==> config.mk <==
export PLATFORM = sky130hd
export DESIGN_NAME = pwc_powerdown_ctrl
export DESIGN_NICKNAME = d
export VERILOG_FILES = /design/src/pwc_pkg.sv /design/src/pwc_powerdown_ctrl.sv
export VERILOG_INCLUDE_DIRS = /design/src
export SDC_FILE = /design/constraint.sdc
export NUM_CORES = 1
export LEC_CHECK = 0
export ABC_AREA = 0
export BUFFER_PORTS_ARGS = -buffer_cell sky130_fd_sc_hd__buf_2
export CAP_MARGIN = 15
export CORE_MARGIN = 4
export CORE_UTILIZATION = 40
export CTS_CLUSTER_DIAMETER = 50
export CTS_CLUSTER_SIZE = 20
export DETAILED_ROUTE_END_ITERATION = 10
export HOLD_SLACK_MARGIN = 0.05
export PLACE_DENSITY_LB_ADDON = 0.15
export SYNTH_ARGS = -nofsm -noshare
export SYNTH_HDL_FRONTEND = slang
export SYNTH_SLANG_ARGS = --single-unit
==> constraint.sdc <==
create_clock -name clk -period 2.01 [get_ports clk]
set_input_delay 0.201 -clock clk [delete_from_list [all_inputs] [get_ports clk]]
set_output_delay 0.201 -clock clk [all_outputs]
set_load 0.02 [all_outputs]
==> src/pwc_consts.svh <==
/*
 * register offsets, bit positions, reset values and delay counts of the
 * power-down and wake-up clock control block.
 * assumes inclusion by bare name from the design file and the bench.
 */
`ifndef PWC_CONSTS_SVH
`define PWC_CONSTS_SVH

// ************************************************************
// register offsets (byte addresses)
// ************************************************************
`define PWC_OFS_CTRL        4'h0
`define PWC_OFS_STATUS      4'h4
`define PWC_OFS_MASK        4'h8

// ************************************************************
// control register fields
// ************************************************************
`define PWC_BIT_FAST_RC_EN  2
`define PWC_BIT_SLOW_RC_EN  3
`define PWC_BIT_DLY_EN      4
`define PWC_BIT_WAKE_IEN    5
`define PWC_BIT_WAKE_FLAG   6
`define PWC_BIT_PD_ARM      7
`define PWC_BIT_RC48_EN     13

// ************************************************************
// reset values
// ************************************************************
`define PWC_RST_CTRL        32'h0000_2014
`define PWC_RST_MASK        2'h0

// ************************************************************
// wake-up stabilisation delays in clocks
// ************************************************************
`define PWC_DLY_HS_XTAL     13'h1000
`define PWC_DLY_FAST_RC     13'h0100
`define PWC_DLY_RC48        13'h0200

`endif

==> src/pwc_pkg.sv <==
/*
 * types of the power-down and wake-up clock control block.
 * assumes nothing of its surroundings.
 */
package pwc_pkg;

    // ************************************************************
    // types
    // ************************************************************
    // power state of the chip
    typedef enum logic [1:0] {
        RUN,
        POWER_DOWN,
        WAKE_DELAY
    } pwc_state_e;

    // system clock source, drives the wake-up delay length
    typedef enum logic [1:0] {
        SRC_HS_CRYSTAL = 2'h0,
        SRC_FAST_RC    = 2'h1,
        SRC_RC48       = 2'h2,
        SRC_OTHER      = 2'h3
    } pwc_src_e;

endpackage : pwc_pkg

==> src/pwc_powerdown_ctrl.sv <==
/*
 * power-down and wake-up control: control register over classic wishbone,
 * power-down sequencing, clock gating, wake-up delay and interrupt.
 * assumes wakeEvent, sleepRequest and regUnlocked come from logic on clk;
 * clock gating outputs drive glitch-free gate cells outside.
 */
// Chosen here: register access over Wishbone and the register offsets.
// Operation
// [RULE_01] power-down stops pll and system clock
// [RULE_02] low-speed-sourced peripheral clocks keep running
// [RULE_03] armed bit plus wfi enters power-down
// [RULE_04] wake event sets wake flag
// [RULE_05] write one clears wake flag
// [RULE_06] wake flag operative only when enabled
// [RULE_07] interrupt when flag and enable high
// [RULE_08] delay 4096, 256 or 512 clocks
// [RULE_09] delay inserted only when enabled
// [RULE_10] slow rc enable bit drives oscillator
// [RULE_11] fast rc enable bit drives oscillator
// [RULE_12] protected bits ignore writes while locked
// [RULE_13] arm bit auto-cleared on wake-up
// [RULE_14] power-down stops fast oscillators
// [RULE_15] delay counter gates clock release
`include "pwc_consts.svh"

module pwc_powerdown_ctrl #(
    parameter int PERIPH_COUNT = 4    // peripheral clocks under control
) (
    input  wire logic                    clk,
    input  wire logic                    reset_n,
    // wishbone slave
    input  wire logic                    wb_cyc_i,
    input  wire logic                    wb_stb_i,
    input  wire logic                    wb_we_i,
    input  wire logic [3:0]              wb_adr_i,
    input  wire logic [3:0]              wb_sel_i,
    input  wire logic [31:0]             wb_dat_i,
    output logic      [31:0]             wb_dat_o,
    output logic                         wb_ack_o,
    output logic                         wb_err_o,
    // core and system side
    input  wire logic                    sleepRequest,
    input  wire logic                    wakeEvent,
    input  wire logic                    regUnlocked,
    input  wire logic [1:0]              sysClkSource,
    input  wire logic [PERIPH_COUNT-1:0] periphLowSpeedSrc,
    input  wire logic [PERIPH_COUNT-1:0] periphClkEnable,
    // clock and oscillator controls
    output logic                         sysClkRun,
    output logic                         pllRun,
    output logic [PERIPH_COUNT-1:0]      periphClkRun,
    output logic                         hsCrystalRun,
    output logic                         fastRcRun,
    output logic                         rc48Run,
    output logic                         slowRcRun,
    output logic                         inPowerDown,
    output logic                         wakeIrq,
    output logic                         irq
);

    // ************************************************************
    // elaboration checks
    // ************************************************************
    if (PERIPH_COUNT < 1 || PERIPH_COUNT > 32)
    begin : g_check
        $error("PERIPH_COUNT must be 1 to 32");
    end

    // ************************************************************
    // state
    // ************************************************************
    pwc_pkg::pwc_state_e state, next_state;             // power state
    logic [12:0]         delayCount, next_delayCount;   // remaining wake delay clocks
    logic                armBit, next_armBit;           // power-down armed
    logic                wakeFlag, next_wakeFlag;       // wake-up flag
    logic                wakeIen, next_wakeIen;         // wake interrupt enable
    logic                delayEn, next_delayEn;         // wake delay enable
    logic                slowRcEn, next_slowRcEn;       // slow rc enable
    logic                fastRcEn, next_fastRcEn;       // fast rc enable
    logic                rc48En, next_rc48En;           // 48 MHz rc enable
    logic [1:0]          irqStatus, next_irqStatus;     // sticky events: 0 wake, 1 pd entry
    logic [1:0]          irqMask, next_irqMask;         // 1 lets the event through
    logic                ack, next_ack;                 // bus answer
    logic [31:0]         rdData, next_rdData;           // registered read data
    logic                err, next_err;                 // unmapped address answer
    // reset word of the control register, picked apart bit by bit on reset
    localparam logic [31:0] RST_CTRL = `PWC_RST_CTRL;

    // bus strobes: one access per request, ack drops after one cycle
    logic        busReq, wrLow, ctrlWr, statWr, maskWr;   // decoded bus request
    logic        mapped, wakeNow;                         // address hit, wake while down
    logic [12:0] delayLoad;                               // hold-off for this source

    assign busReq = wb_cyc_i && wb_stb_i && !ack && !err;
    assign wrLow  = busReq && wb_we_i && wb_sel_i[0];
    assign mapped = (wb_adr_i == `PWC_OFS_CTRL) || (wb_adr_i == `PWC_OFS_STATUS)
                    || (wb_adr_i == `PWC_OFS_MASK);
    assign ctrlWr = wrLow && (wb_adr_i == `PWC_OFS_CTRL);
    assign statWr = wrLow && (wb_adr_i == `PWC_OFS_STATUS);
    assign maskWr = wrLow && (wb_adr_i == `PWC_OFS_MASK);
    // wake-up counts only while powered down
    assign wakeNow = (state == pwc_pkg::POWER_DOWN) && wakeEvent;

    // [RULE_08] delay by source
    always_comb
    begin
        unique case (pwc_pkg::pwc_src_e'(sysClkSource))
            pwc_pkg::SRC_HS_CRYSTAL: delayLoad = `PWC_DLY_HS_XTAL;
            pwc_pkg::SRC_FAST_RC:    delayLoad = `PWC_DLY_FAST_RC;
            pwc_pkg::SRC_RC48:       delayLoad = `PWC_DLY_RC48;
            default:                 delayLoad = 13'h0001;
        endcase
    end

    // ************************************************************
    // power sequencing next state
    // ************************************************************
    always_comb
    begin
        next_state      = state;
        next_delayCount = delayCount;
        unique case (state)
            pwc_pkg::RUN:
            begin
                // [RULE_03] enter on armed wfi
                if (armBit && sleepRequest)
                    next_state = pwc_pkg::POWER_DOWN;
            end
            pwc_pkg::POWER_DOWN:
            begin
                // [RULE_15] load counter on wake
                next_delayCount = delayLoad;   // reloaded while asleep, only read after wake
                // [RULE_09] delay only if enabled
                if (wakeEvent && delayEn)
                    next_state = pwc_pkg::WAKE_DELAY;
                else if (wakeEvent)
                    next_state = pwc_pkg::RUN;
            end
            pwc_pkg::WAKE_DELAY:
            begin
                // [RULE_15] release at terminal count
                next_delayCount = delayCount - 13'h0001;
                if (delayCount == 13'h0001)
                    next_state = pwc_pkg::RUN;
            end
            // the unused fourth code falls back to run
            default: next_state = pwc_pkg::RUN;
        endcase
    end

    // ************************************************************
    // control register next values
    // ************************************************************
    always_comb
    begin
        next_armBit    = armBit;
        next_wakeIen   = wakeIen;
        next_delayEn   = delayEn;
        next_slowRcEn  = slowRcEn;
        next_fastRcEn  = fastRcEn;
        next_rc48En    = rc48En;
        next_wakeFlag  = wakeFlag;
        next_irqStatus = irqStatus;
        next_irqMask   = irqMask;
        // [RULE_12] protected writes only unlocked
        if (ctrlWr && regUnlocked)
        begin
            next_armBit   = wb_dat_i[`PWC_BIT_PD_ARM];
            next_wakeIen  = wb_dat_i[`PWC_BIT_WAKE_IEN];
            next_delayEn  = wb_dat_i[`PWC_BIT_DLY_EN];
            next_slowRcEn = wb_dat_i[`PWC_BIT_SLOW_RC_EN];
            next_fastRcEn = wb_dat_i[`PWC_BIT_FAST_RC_EN];
        end
        // rc48 enable sits in the second byte lane
        if (ctrlWr && regUnlocked && wb_sel_i[1])
            next_rc48En = wb_dat_i[`PWC_BIT_RC48_EN];
        // [RULE_05] write one clears flag
        if (ctrlWr && wb_dat_i[`PWC_BIT_WAKE_FLAG])
            next_wakeFlag = 1'b0;
        // status bits are write-one-to-clear
        if (statWr)
            next_irqStatus = irqStatus & ~wb_dat_i[1:0];
        // mask is a plain read-write word
        if (maskWr)
            next_irqMask = wb_dat_i[1:0];
        // [RULE_04] set wins over clear
        if (wakeNow)
        begin
            next_wakeFlag  = 1'b1;
            next_irqStatus[0] = 1'b1;
            // [RULE_13] auto-clear arm on wake
            next_armBit    = 1'b0;
        end
        // power-down entry event, set after the clear so it wins
        if (state == pwc_pkg::RUN && armBit && sleepRequest)
            next_irqStatus[1] = 1'b1;
    end

    // ************************************************************
    // bus answer next values
    // ************************************************************
    always_comb
    begin
        next_ack    = busReq && mapped;
        next_err    = busReq && !mapped;
        next_rdData = 32'h0000_0000;
        if (busReq && !wb_we_i)
        begin
            if (wb_adr_i == `PWC_OFS_CTRL)
            begin
                next_rdData[`PWC_BIT_PD_ARM]     = armBit;
                next_rdData[`PWC_BIT_WAKE_FLAG]  = wakeFlag;
                next_rdData[`PWC_BIT_WAKE_IEN]   = wakeIen;
                next_rdData[`PWC_BIT_DLY_EN]     = delayEn;
                next_rdData[`PWC_BIT_SLOW_RC_EN] = slowRcEn;
                next_rdData[`PWC_BIT_FAST_RC_EN] = fastRcEn;
                next_rdData[`PWC_BIT_RC48_EN]    = rc48En;
            end
            else if (wb_adr_i == `PWC_OFS_STATUS)
            begin
                next_rdData[1:0] = irqStatus;
            end
            else if (wb_adr_i == `PWC_OFS_MASK)
            begin
                next_rdData[1:0] = irqMask;
            end
        end
    end

    // ************************************************************
    // registers
    // ************************************************************
    always_ff @(posedge clk)
    begin
        if (!reset_n)
        begin
            state      <= pwc_pkg::RUN;
            delayCount <= 13'h0000;
            armBit     <= RST_CTRL[`PWC_BIT_PD_ARM];
            wakeFlag   <= RST_CTRL[`PWC_BIT_WAKE_FLAG];
            wakeIen    <= RST_CTRL[`PWC_BIT_WAKE_IEN];
            delayEn    <= RST_CTRL[`PWC_BIT_DLY_EN];
            slowRcEn   <= RST_CTRL[`PWC_BIT_SLOW_RC_EN];
            fastRcEn   <= RST_CTRL[`PWC_BIT_FAST_RC_EN];
            rc48En     <= RST_CTRL[`PWC_BIT_RC48_EN];
            irqStatus  <= 2'h0;
            irqMask    <= `PWC_RST_MASK;
            ack        <= 1'b0;
            err        <= 1'b0;
            rdData     <= 32'h0000_0000;
        end
        else
        begin
            state      <= next_state;
            delayCount <= next_delayCount;
            armBit     <= next_armBit;
            wakeFlag   <= next_wakeFlag;
            wakeIen    <= next_wakeIen;
            delayEn    <= next_delayEn;
            slowRcEn   <= next_slowRcEn;
            fastRcEn   <= next_fastRcEn;
            rc48En     <= next_rc48En;
            irqStatus  <= next_irqStatus;
            irqMask    <= next_irqMask;
            ack        <= next_ack;
            err        <= next_err;
            rdData     <= next_rdData;
        end
    end

    // ************************************************************
    // outputs
    // ************************************************************
    assign wb_ack_o    = ack;
    assign wb_err_o    = err;
    assign wb_dat_o    = rdData;
    assign inPowerDown = (state == pwc_pkg::POWER_DOWN);
    // [RULE_01] gate pll and sysclk
    assign pllRun      = (state != pwc_pkg::POWER_DOWN);
    assign sysClkRun   = (state == pwc_pkg::RUN);
    // [RULE_02] low-speed peripherals stay on
    assign periphClkRun = periphClkEnable & (periphLowSpeedSrc | {PERIPH_COUNT{!inPowerDown}});
    // [RULE_14] fast oscillators off
    assign hsCrystalRun = !inPowerDown;
    // [RULE_11] fast rc follows bit
    assign fastRcRun    = fastRcEn && !inPowerDown;
    assign rc48Run      = rc48En && !inPowerDown;
    // [RULE_10] slow rc follows bit
    assign slowRcRun    = slowRcEn;
    // [RULE_06] flag acts only when enabled
    // [RULE_07] interrupt from flag and enable
    assign wakeIrq      = wakeFlag && wakeIen;
    assign irq          = |(irqStatus & irqMask);
endmodule : pwc_powerdown_ctrl

==> summary.txt, run 1 <==
Final Cell Area -> 0.00233 mm2
Critical Path Slowest Stage Cell -> or4b_4
Core Box Area -> 0.00444 mm2
CTS Buf Count -> 5
Final Hold Fails -> 0
Grt ovf -> 0
Initial DRC Count -> 81
Library cells used by synthesis -> 47
Post-DRT Antenna Nets -> 0
Data required, critical path -> 2.23 ns
Worst slack, placed -> 0.0186 ns
Status -> finished clean
Clock latency on the worst-skew pair -> 0.29 ns
Post-Synthesis Cells -> 209
Syn Area/Cell -> 8.97 um2
Via/cell ratio -> 4.77
Max_cap viols -> 0
#FFs+latches synth -> 37
Synthesis warning total -> 0
DP Area -> 0.00218 mm2
Leakage -> 1.08 nW
Fin crit period -> 1.95 ns
Wire per inst -> 11.8 um
EDFF count, synth -> 0
Post-CTS setup buffer count -> 0
Hold Startpoint -> wb_dat_i[2]
CTS HTree Levels -> 2
Final WS setup -> 0.0644 ns
Die width -> 76.5 um
Final Routed Wirelength -> 3880 um
Row cnt -> 24
Critical path class -> reg2reg
Inst Count DP -> 321
Overall routing resource usage -> 0.137
Worst-case vdd ir drop -> 0.000357 V
Post-detail-place hpwl -> 3010 um
Reg2Reg Setup Slack -> 0.06 ns
CP Max Fanout -> 3
Clock Tree Buf Depth -> 2
Clk sink count -> 37
R2r startpoint -> state[1]
Pre-antenna DRT Iters -> 4
I/O Buffers -> 56
Largest net degree at the start of global routing -> 17
Worst path max stage delay -> 0.47 ns
R2R depth -> 6
Total power -> 0.00174 W
Setup violations, final -> 0
CTS tree -> yes
Finished Layout Cells -> 329
Initial antenna violation count -> 0
Cells along the critical path -> inv_2 > ha_4 > or4b_4 > or2_1 > or4_1 > a21oi_1
# nets final -> 339
Crit path arrival time -> 2.17 ns
Max-slew violations -> 0
Max Clock Skew -> 0.00378 ns
Synthesized area -> 0.00187 mm2
Hold endpoint -> fastRcEn
Area delta synth->final -> 24.6%
Initial Util -> 0.422
Async set or reset register ratio after synthesis -> 0
Ys flop type -> dfxtp_1
Commonest non-fill, non-tap cells in the layout -> buf_2, dfxtp_1, conb_1
Fmax -> 514 MHz
Fin crit share -> 0.968
Io pins -> 105
Vias -> 1568
RePlAce Congestion -> 0.792
Clk slew on worst S/H paths -> 0.07 ns
Die height -> 76.5 um
DIE AREA -> 0.00584 mm2
Sequential area share after synthesis -> 0.395
First-pass GRT wire length -> 6490 um
WHS Path Cells -> 3
Commonest non-fill, non-tap cell in the layout -> buf_2
Share of cells above drive strength 1 -> 0.303
Pwr dens -> 744 mW/mm2
RSZ-0062 raised after global routing -> yes
Utilization after layout -> 0.525
Critical path endpoint category -> flop
Vias in the first global route -> 1449
Critical R2R Capture -> delayCount[11]
CP startpoint kind -> flop
Worst min path class -> in2reg
Drt drc -> 0
Clock root cell -> clkbuf_8
# diodes -> 0
-- synth_stat cells, types with 5 or more instances --
master   count  area (um2)
dfxtp_1     37         741
buf_4       24         180
nand2_1     20        75.1
nor2_1      14        52.6
inv_1       10        37.5
nor2b_1     10        62.6
and2_1       9        56.3
mux2i_1      9        90.1
ha_1         5        62.6
nand3_1      5        25.0
nor3_1       5        25.0
-- power by group --
group          total, W  switching (W)  internal, W
registers      0.000755      0.0000115     0.000744
clock network  0.000777       0.000278     0.000500
logic          0.000205       0.000125    0.0000799
total           0.00174       0.000415      0.00132
-- per-stage QoR --
stage	TNS [ns]	hold slack, ns
final	0	0.132
after global routing	-0.00287	0.139
after CTS	0	0.123
after detailed placement	0	0.429
after global placement	0	0.429
after floorplan	0	0.326
-- flip-flops by register name, summed over array words and instances, names as in the netlist --
| name | cells |
|---|---|
| wb_dat_o | 9 |
| delayEn | 1 |
| state | 2 |
| wb_ack_o | 1 |
| fastRcEn | 1 |
| irqMask | 2 |
| slowRcRun | 1 |
| delayCount | 13 |
| armBit | 1 |
| wakeFlag | 1 |
| rc48En | 1 |
| wb_err_o | 1 |
| irqStatus | 2 |
| wakeIen | 1 |
-- worst max-delay path, delay by kind of cell (launching register included) --
family | cells | cell delay, ns
buffers and inverters | 1 | 0.05
and+or+nand+nor | 3 | 1.11
AOI/OAI and AO/OA | 1 | 0.12
adders and majority gates | 1 | 0.25
DFF | 1 | 0.34
-- cells by family (layout without fill, tap and decap cells) --
| kind of cell | after synthesis | in the layout | share of synthesized area |
|---|---|---|---|
| and+or+nand+nor | 82 | 82 | 0.245 |
| buffers and inverters | 38 | 84 | 0.124 |
| DFF | 37 | 37 | 0.395 |
| AOI/OAI and AO/OA | 31 | 31 | 0.124 |
| muxes | 9 | 9 | 0.0481 |
| xor gates and xnor gates | 6 | 6 | 0.0280 |
| adders and majority gates | 5 | 5 | 0.0334 |
| other | 1 | 23 | 0.00200 |
-- per-layer routing --
layer  up-vias  GRT usage  share of wire
met2        60      0.208           0.42
met4         0     0.0543          0.018
met3         5     0.0520          0.087
met5         -          0              0
met1       690      0.174           0.47
li1        813          -              -
-- worst max path at each step --
stage	depth (start not counted)	endpoint	slack, ns	start
detailed placement	6	delayCount[11]	0.02	state[0]
finish	6	delayCount[11]	0.06	state[1]
global placement	6	delayCount[11]	0.02	state[1]
global route	6	delayCount[11]	-0.003	state[1]
floorplan	6	delayCount[11]	0.06	state[0]
CTS	6	delayCount[11]	0.007	state[1]
-- area by class of cell --
type / count / area [um2]
Fill cell: 421 / 2110
Timing Repair Buffer: 66 / 355
Clock buffer: 5 / 68.8
Sequential cell: 37 / 743
Multi-Input combinational cell: 156 / 996
Clock inverter: 3 / 68.8
Tap cell: 52 / 65.1
Inverter: 10 / 37.5
-- repair_timing --
item | CTS | global route
hold buffers | 0 | 0
setup endpoints to repair | 0 | 2
gates resized for setup | 0 | 5
Note: power is estimated with default switching activity, not from simulation.
==> run 2: changes to the inputs <==
--- a/config.mk
+++ b/config.mk
@@ -9,6 +9,7 @@
 export ABC_AREA = 0
 export BUFFER_PORTS_ARGS = -buffer_cell sky130_fd_sc_hd__buf_2
 export CAP_MARGIN = 15
+export CORE_ASPECT_RATIO = 1.1
 export CORE_MARGIN = 4
 export CORE_UTILIZATION = 40
 export CTS_CLUSTER_DIAMETER = 50
==> run 2 against run 1 <==
Effect of this change:
- clock power is 34% lower
- first-iteration DRC count shrank 6.2%
- core utilization down 0.65 points
- routed wire length up 2.2%
- global-route usage down 0.36 points
- total power shrank 15%
- die area hardly changed
- clock skew fell by 0.0012 ns
- setup slack got worse by 0.0055 ns
- final cell count unchanged
- register-to-register slack about the same
- combinational power barely moved
- critical endpoint unchanged
==> summary.txt, run 2 (synthesized netlist as in run 1, its figures left out) <==
Status -> finished clean
# nets final -> 338 (-0.29%)
Grt ovf -> 0 (unchanged)
Initial Util -> 0.425 (+0.00323)
Vias in the first global route -> 1342 (-7.4%)
Setup violations, final -> 0 (unchanged)
Post-DRT Antenna Nets -> 0 (unchanged)
Core Box Area -> 0.00441 mm2 (-0.76%)
Worst-case vdd ir drop -> 0.000228 V (-36%)
Overall routing resource usage -> 0.133 (-0.00358)
RePlAce Congestion -> 0.784 (-1.0%)
Clk slew on worst S/H paths -> 0.07 ns (about the same)
Reg2Reg Setup Slack -> 0.06 ns (about the same)
Via/cell ratio -> 4.72 (-1.0%)
RSZ-0062 raised after global routing -> no
DIE AREA -> 0.00585 mm2 (about the same)
Critical R2R Capture -> delayCount[11]
Max_cap viols -> 0 (unchanged)
Fmax -> 513 MHz (-0.28%)
CP startpoint kind -> flop
Clk sink count -> 37 (unchanged)
Largest net degree at the start of global routing -> 25 (+8)
Data required, critical path -> 2.22 ns (about the same)
Critical path launch point -> state[1]
CTS Buf Count -> 5 (unchanged)
Max reg flops -> 13 (unchanged)
Crit path arrival time -> 2.17 ns (about the same)
CTS tree -> yes
Leakage -> 1.05 nW (-2.4%)
Initial DRC Count -> 76 (-6.2%)
I/O Buffers -> 56 (unchanged)
Critical path endpoint category -> flop
Post-detail-place hpwl -> 3030 um (+0.85%)
Pre-antenna DRT Iters -> 4 (unchanged)
Clock latency on the worst-skew pair -> 0.28 ns (about the same)
Share of cells above drive strength 1 -> 0.302 (-0.00143)
R2r startpoint -> state[1]
Worst min path class -> in2reg
Commonest non-fill, non-tap cells in the layout -> buf_2, dfxtp_1, conb_1
Fin crit share -> 0.971 (+0.00275)
Final Routed Wirelength -> 3960 um (+2.2%)
Reg with most FFs -> delayCount
Fin crit period -> 1.95 ns (+0.00553 ns)
Clock Tree Buf Depth -> 2 (unchanged)
Max Clock Skew -> 0.00260 ns (-0.00118 ns)
Area delta synth->final -> 22.1%
Clock root cell -> clkbuf_8
Drt drc -> 0 (unchanged)
CP Max Fanout -> 2 (-1)
Die height -> 79.8 um (+4.4%)
Post-Route Setup TNS -> 0 ns (unchanged)
Commonest non-fill, non-tap cell in the layout -> buf_2
CTS HTree Levels -> 2 (unchanged)
Wire per inst -> 12.0 um (+2.2%)
# diodes -> 0 (unchanged)
Vias -> 1552 (-1.0%)
Io pins -> 105 (unchanged)
Critical Path Sink -> delayCount[11]
Final Hold Fails -> 0 (unchanged)
Initial antenna violation count -> 0 (unchanged)
Max-slew violations -> 0 (unchanged)
Inst Count DP -> 322 (+0.31%)
Row cnt -> 25 (+4.2%)
Critical path class -> reg2reg
Finished Layout Cells -> 329 (unchanged)
R2R depth -> 6 (unchanged)
First-pass GRT wire length -> 6140 um (-5.4%)
Pwr dens -> 644 mW/mm2 (-13%)
Die width -> 73.3 um (-4.2%)
Post-CTS setup buffer count -> 0 (unchanged)
## run 2: cell count changes in the layout (fill, tap and decap cells not counted), sizes merged
cell | previous run | this run
clkbuf | 5 | 7
buf | 66 | 65
bufinv | 2 | 0
inv | 11 | 10
## run 2: final cells by class
| class | instances | area (um2) |
|---|---|---|
| Clock buffer | 7 | 86.3 |
| Fill cell | 446 | 2120 |
| Inverter | 10 | 37.5 |
| Multi-Input combinational cell | 156 | 1010 |
| Sequential cell | 37 | 743 |
| Tap cell | 54 | 67.6 |
| Timing Repair Buffer | 65 | 348 |
## run 2: what timing repair did
action,in CTS,in global routing
hold buffers,0,0
endpoints found under the setup margin,0,2
resized for setup,0,7
## run 2: critical path: stages, from the launching register on
cell	delay, ns
dfxtp_2	0.33
inv_2	0.05
ha_4	0.26
or4b_4	0.46
or2_1	0.23
or4_1	0.42
a21oi_2	0.14
## run 2: through the flow
stage / hold WS [ns] / setup slack [ns] / instance area (um2) / power (W) / util
4_1_cts: 0.124 / 0.0201 / 2260 / 0.00149 / 0.513
3_5_place_dp: 0.421 / 0.0372 / 2180 / 0.000973 / 0.494
2_1_floorplan: 0.326 / 0.0645 / 1960 / 0.000935 / -
5_1_grt: 0.132 / 0.00524 / 2290 / 0.00155 / 0.519
6_report: 0.128 / 0.0588 / 2290 / 0.00147 / 0.519
3_3_place_gp: 0.417 / 0.0582 / 2180 / 0.000972 / 0.494
## run 2: report_power, final
| group | switching (W) | internal, W | leakage (nW) |
|---|---|---|---|
| registers | 0.0000118 | 0.000744 | 0.299 |
| clock network | 0.000241 | 0.000272 | 0.0443 |
| logic | 0.000126 | 0.0000794 | 0.709 |
| total | 0.000378 | 0.00110 | 1.05 |
## run 2: worst min path at each step
stage,from,to,slack (ns),cells after the start
2_1_floorplan,wb_dat_i[4],delayEn,0.33,2
3_3_place_gp,wb_dat_i[2],fastRcEn,0.42,3
3_5_place_dp,wb_dat_i[4],delayEn,0.42,3
4_1_cts,wb_dat_i[4],delayEn,0.12,3
5_1_grt,wb_dat_i[4],delayEn,0.13,3
6_report,wb_dat_i[2],fastRcEn,0.13,3
## run 2: metal layers
metal	routed length [um]	track usage	share of wire
met5	0	0	0
met4	29	0.0387	0.0073
met3	296	0.0479	0.075
met2	1960	0.215	0.49
met1	1680	0.166	0.42
==> run 3: changes to the inputs <==
--- a/config.mk
+++ b/config.mk
@@ -7,7 +7,7 @@
 export NUM_CORES = 1
 export LEC_CHECK = 0
 export ABC_AREA = 0
-export BUFFER_PORTS_ARGS = -buffer_cell sky130_fd_sc_hd__buf_2
+export BUFFER_PORTS_ARGS = -buffer_cell sky130_fd_sc_hd__buf_4
 export CAP_MARGIN = 15
 export CORE_ASPECT_RATIO = 1.1
 export CORE_MARGIN = 4
==> run 3 against run 2 <==
Effect of this change:
- clock skew grew 0.0013 ns
- non-clock buffer count is the same
- clock power grew 5.8%
- clock-buffer cell count shrank 1
- final cell count grew 0.30%
==> summary.txt, run 3 (synthesized netlist as in run 1, its figures left out) <==
Max Clock Skew -> 0.00390 ns (+0.00130 ns)
Via/cell ratio -> 4.73 (+0.34%)
Initial antenna violation count -> 0 (unchanged)
Data required, critical path -> 2.23 ns (about the same)
Critical path launch point -> state[1]
Fin crit period -> 1.97 ns (+0.0145 ns)
WHS Path Cells -> 3 (unchanged)
CTS HTree Levels -> 2 (unchanged)
Worst min path class -> in2reg
Final WS setup -> 0.0443 ns (-0.0145 ns)
Post-detail-place hpwl -> 3100 um (+2.3%)
Max_cap viols -> 0 (unchanged)
Clock Tree Buf Depth -> 2 (unchanged)
Critical path endpoint category -> flop
CTS tree -> yes
Final Routed Wirelength -> 4140 um (+4.4%)
Pre-antenna DRT Iters -> 4 (unchanged)
CP startpoint kind -> flop
Grt ovf -> 0 (unchanged)
Worst-case vdd ir drop -> 0.000273 V (+20%)
Overall routing resource usage -> 0.139 (+0.00586)
Die height -> 79.8 um (unchanged)
Setup violations, final -> 0 (unchanged)
Initial Util -> 0.425 (unchanged)
Row cnt -> 25 (unchanged)
Vias -> 1562 (+0.64%)
# hold bufs at CTS -> 0 (unchanged)
Reg with most FFs -> delayCount
Layout filler cell count -> 439 (-1.6%)
Die width -> 73.3 um (unchanged)
RePlAce Congestion -> 0.749 (-4.5%)
Io pins -> 105 (unchanged)
# diodes -> 0 (unchanged)
Vias in the first global route -> 1422 (+6.0%)
Post-CTS setup buffer count -> 0 (unchanged)
Crit path arrival time -> 2.19 ns (+0.02 ns)
Hold Startpoint -> wb_dat_i[2]
Core Box Area -> 0.00441 mm2 (unchanged)
Post-Route Setup TNS -> 0 ns (unchanged)
Fin crit share -> 0.978 (+0.00722)
Worst slack, placed -> 0.0207 ns (-0.0165 ns)
Commonest non-fill, non-tap cell in the layout -> buf_4
R2R depth -> 6 (unchanged)
Clock latency on the worst-skew pair -> 0.28 ns (about the same)
Max reg flops -> 13 (unchanged)
Area delta synth->final -> 30.6%
Initial DRC Count -> 60 (-21%)
Largest net degree at the start of global routing -> 25 (unchanged)
Fmax -> 509 MHz (-0.74%)
Post-DRT Antenna Nets -> 0 (unchanged)
Pwr dens -> 626 mW/mm2 (-2.8%)
Clk slew on worst S/H paths -> 0.07 ns (about the same)
Final Hold Fails -> 0 (unchanged)
Share of cells above drive strength 1 -> 0.315 (+0.0134)
Status -> finished clean
Wire per inst -> 12.5 um (+4.1%)
Leakage -> 1.10 nW (+4.6%)
CTS Buf Count -> 5 (unchanged)
Clock root cell -> clkbuf_8
Drt drc -> 0 (unchanged)
CP Max Fanout -> 2 (unchanged)
First-pass GRT wire length -> 6320 um (+2.9%)
I/O Buffers -> 56 (unchanged)
Fin Hold WS -> 0.127 ns (-0.00161 ns)
Critical R2R Capture -> delayCount[11]
Critical path class -> reg2reg
Commonest non-fill, non-tap cells in the layout -> buf_4, dfxtp_1, conb_1
DIE AREA -> 0.00585 mm2 (unchanged)
Clk sink count -> 37 (unchanged)
Hold endpoint -> fastRcEn
# nets final -> 338 (unchanged)
R2r startpoint -> state[1]
Max-slew violations -> 0 (unchanged)
Reg2Reg Setup Slack -> 0.04 ns (about the same)
run 3: per-layer routing:
layer / wire [um] / vias to the layer above / global-route usage
li1: - / 811 / -
met1: 1690 / 705 / 0.165
met2: 2130 / 41 / 0.232
met3: 266 / 5 / 0.0441
met4: 54 / 0 / 0.0517
met5: 0 / - / 0
run 3: worst max-delay path by stage:
stage                          end  slack [ns]  cells past startpoint
floorplan           delayCount[11]        0.06                      6
global placement    delayCount[11]        0.06                      6
detailed placement  delayCount[11]        0.02                      6
CTS                 delayCount[11]        0.01                      6
global route        delayCount[11]      -0.004                      6
finish              delayCount[11]        0.04                      6
run 3: layout make-up:
cell class	instances	area, um2	area share
clock inverter	2	13.8	0.00562
inverter	10	37.5	0.0153
tap	54	67.6	0.0276
multi-input combinational	156	1010	0.415
timing repair buffer	65	488	0.199
clock buffer	6	82.6	0.0337
sequential	37	743	0.304
run 3: repair_timing:
item / in CTS / in global routing
pin swaps: 0 / 2
gates resized for setup: 3 / 6
setup endpoints to repair: 2 / 1
gates cloned: 0 / 0
run 3: critical path, cell delays in order, from the launching register on:
cell	delay, ns
dfxtp_2	0.34
inv_2	0.05
ha_4	0.26
or4b_4	0.46
or2_1	0.26
or4_4	0.42
a21oi_2	0.12
run 3: power by group:
part | internal (W) | leakage [nW] | total, W | switching (W)
sequential | 0.000744 | 0.299 | 0.000756 | 0.0000127
combinational | 0.000103 | 0.750 | 0.000232 | 0.000129
clock | 0.000278 | 0.0512 | 0.000543 | 0.000265
total | 0.00112 | 1.10 | 0.00153 | 0.000407
run 3: through the flow:
stage | util | cell area (um2) | instances | power (W)
6_report | 0.555 | 2450 | 330 | 0.00153
5_1_grt | 0.555 | 2450 | 330 | 0.00161
4_1_cts | 0.549 | 2420 | 330 | 0.00155
3_5_place_dp | 0.525 | 2320 | 322 | 0.000997
3_3_place_gp | 0.525 | 2320 | 322 | 0.000996
2_1_floorplan | - | 1960 | 231 | 0.000935
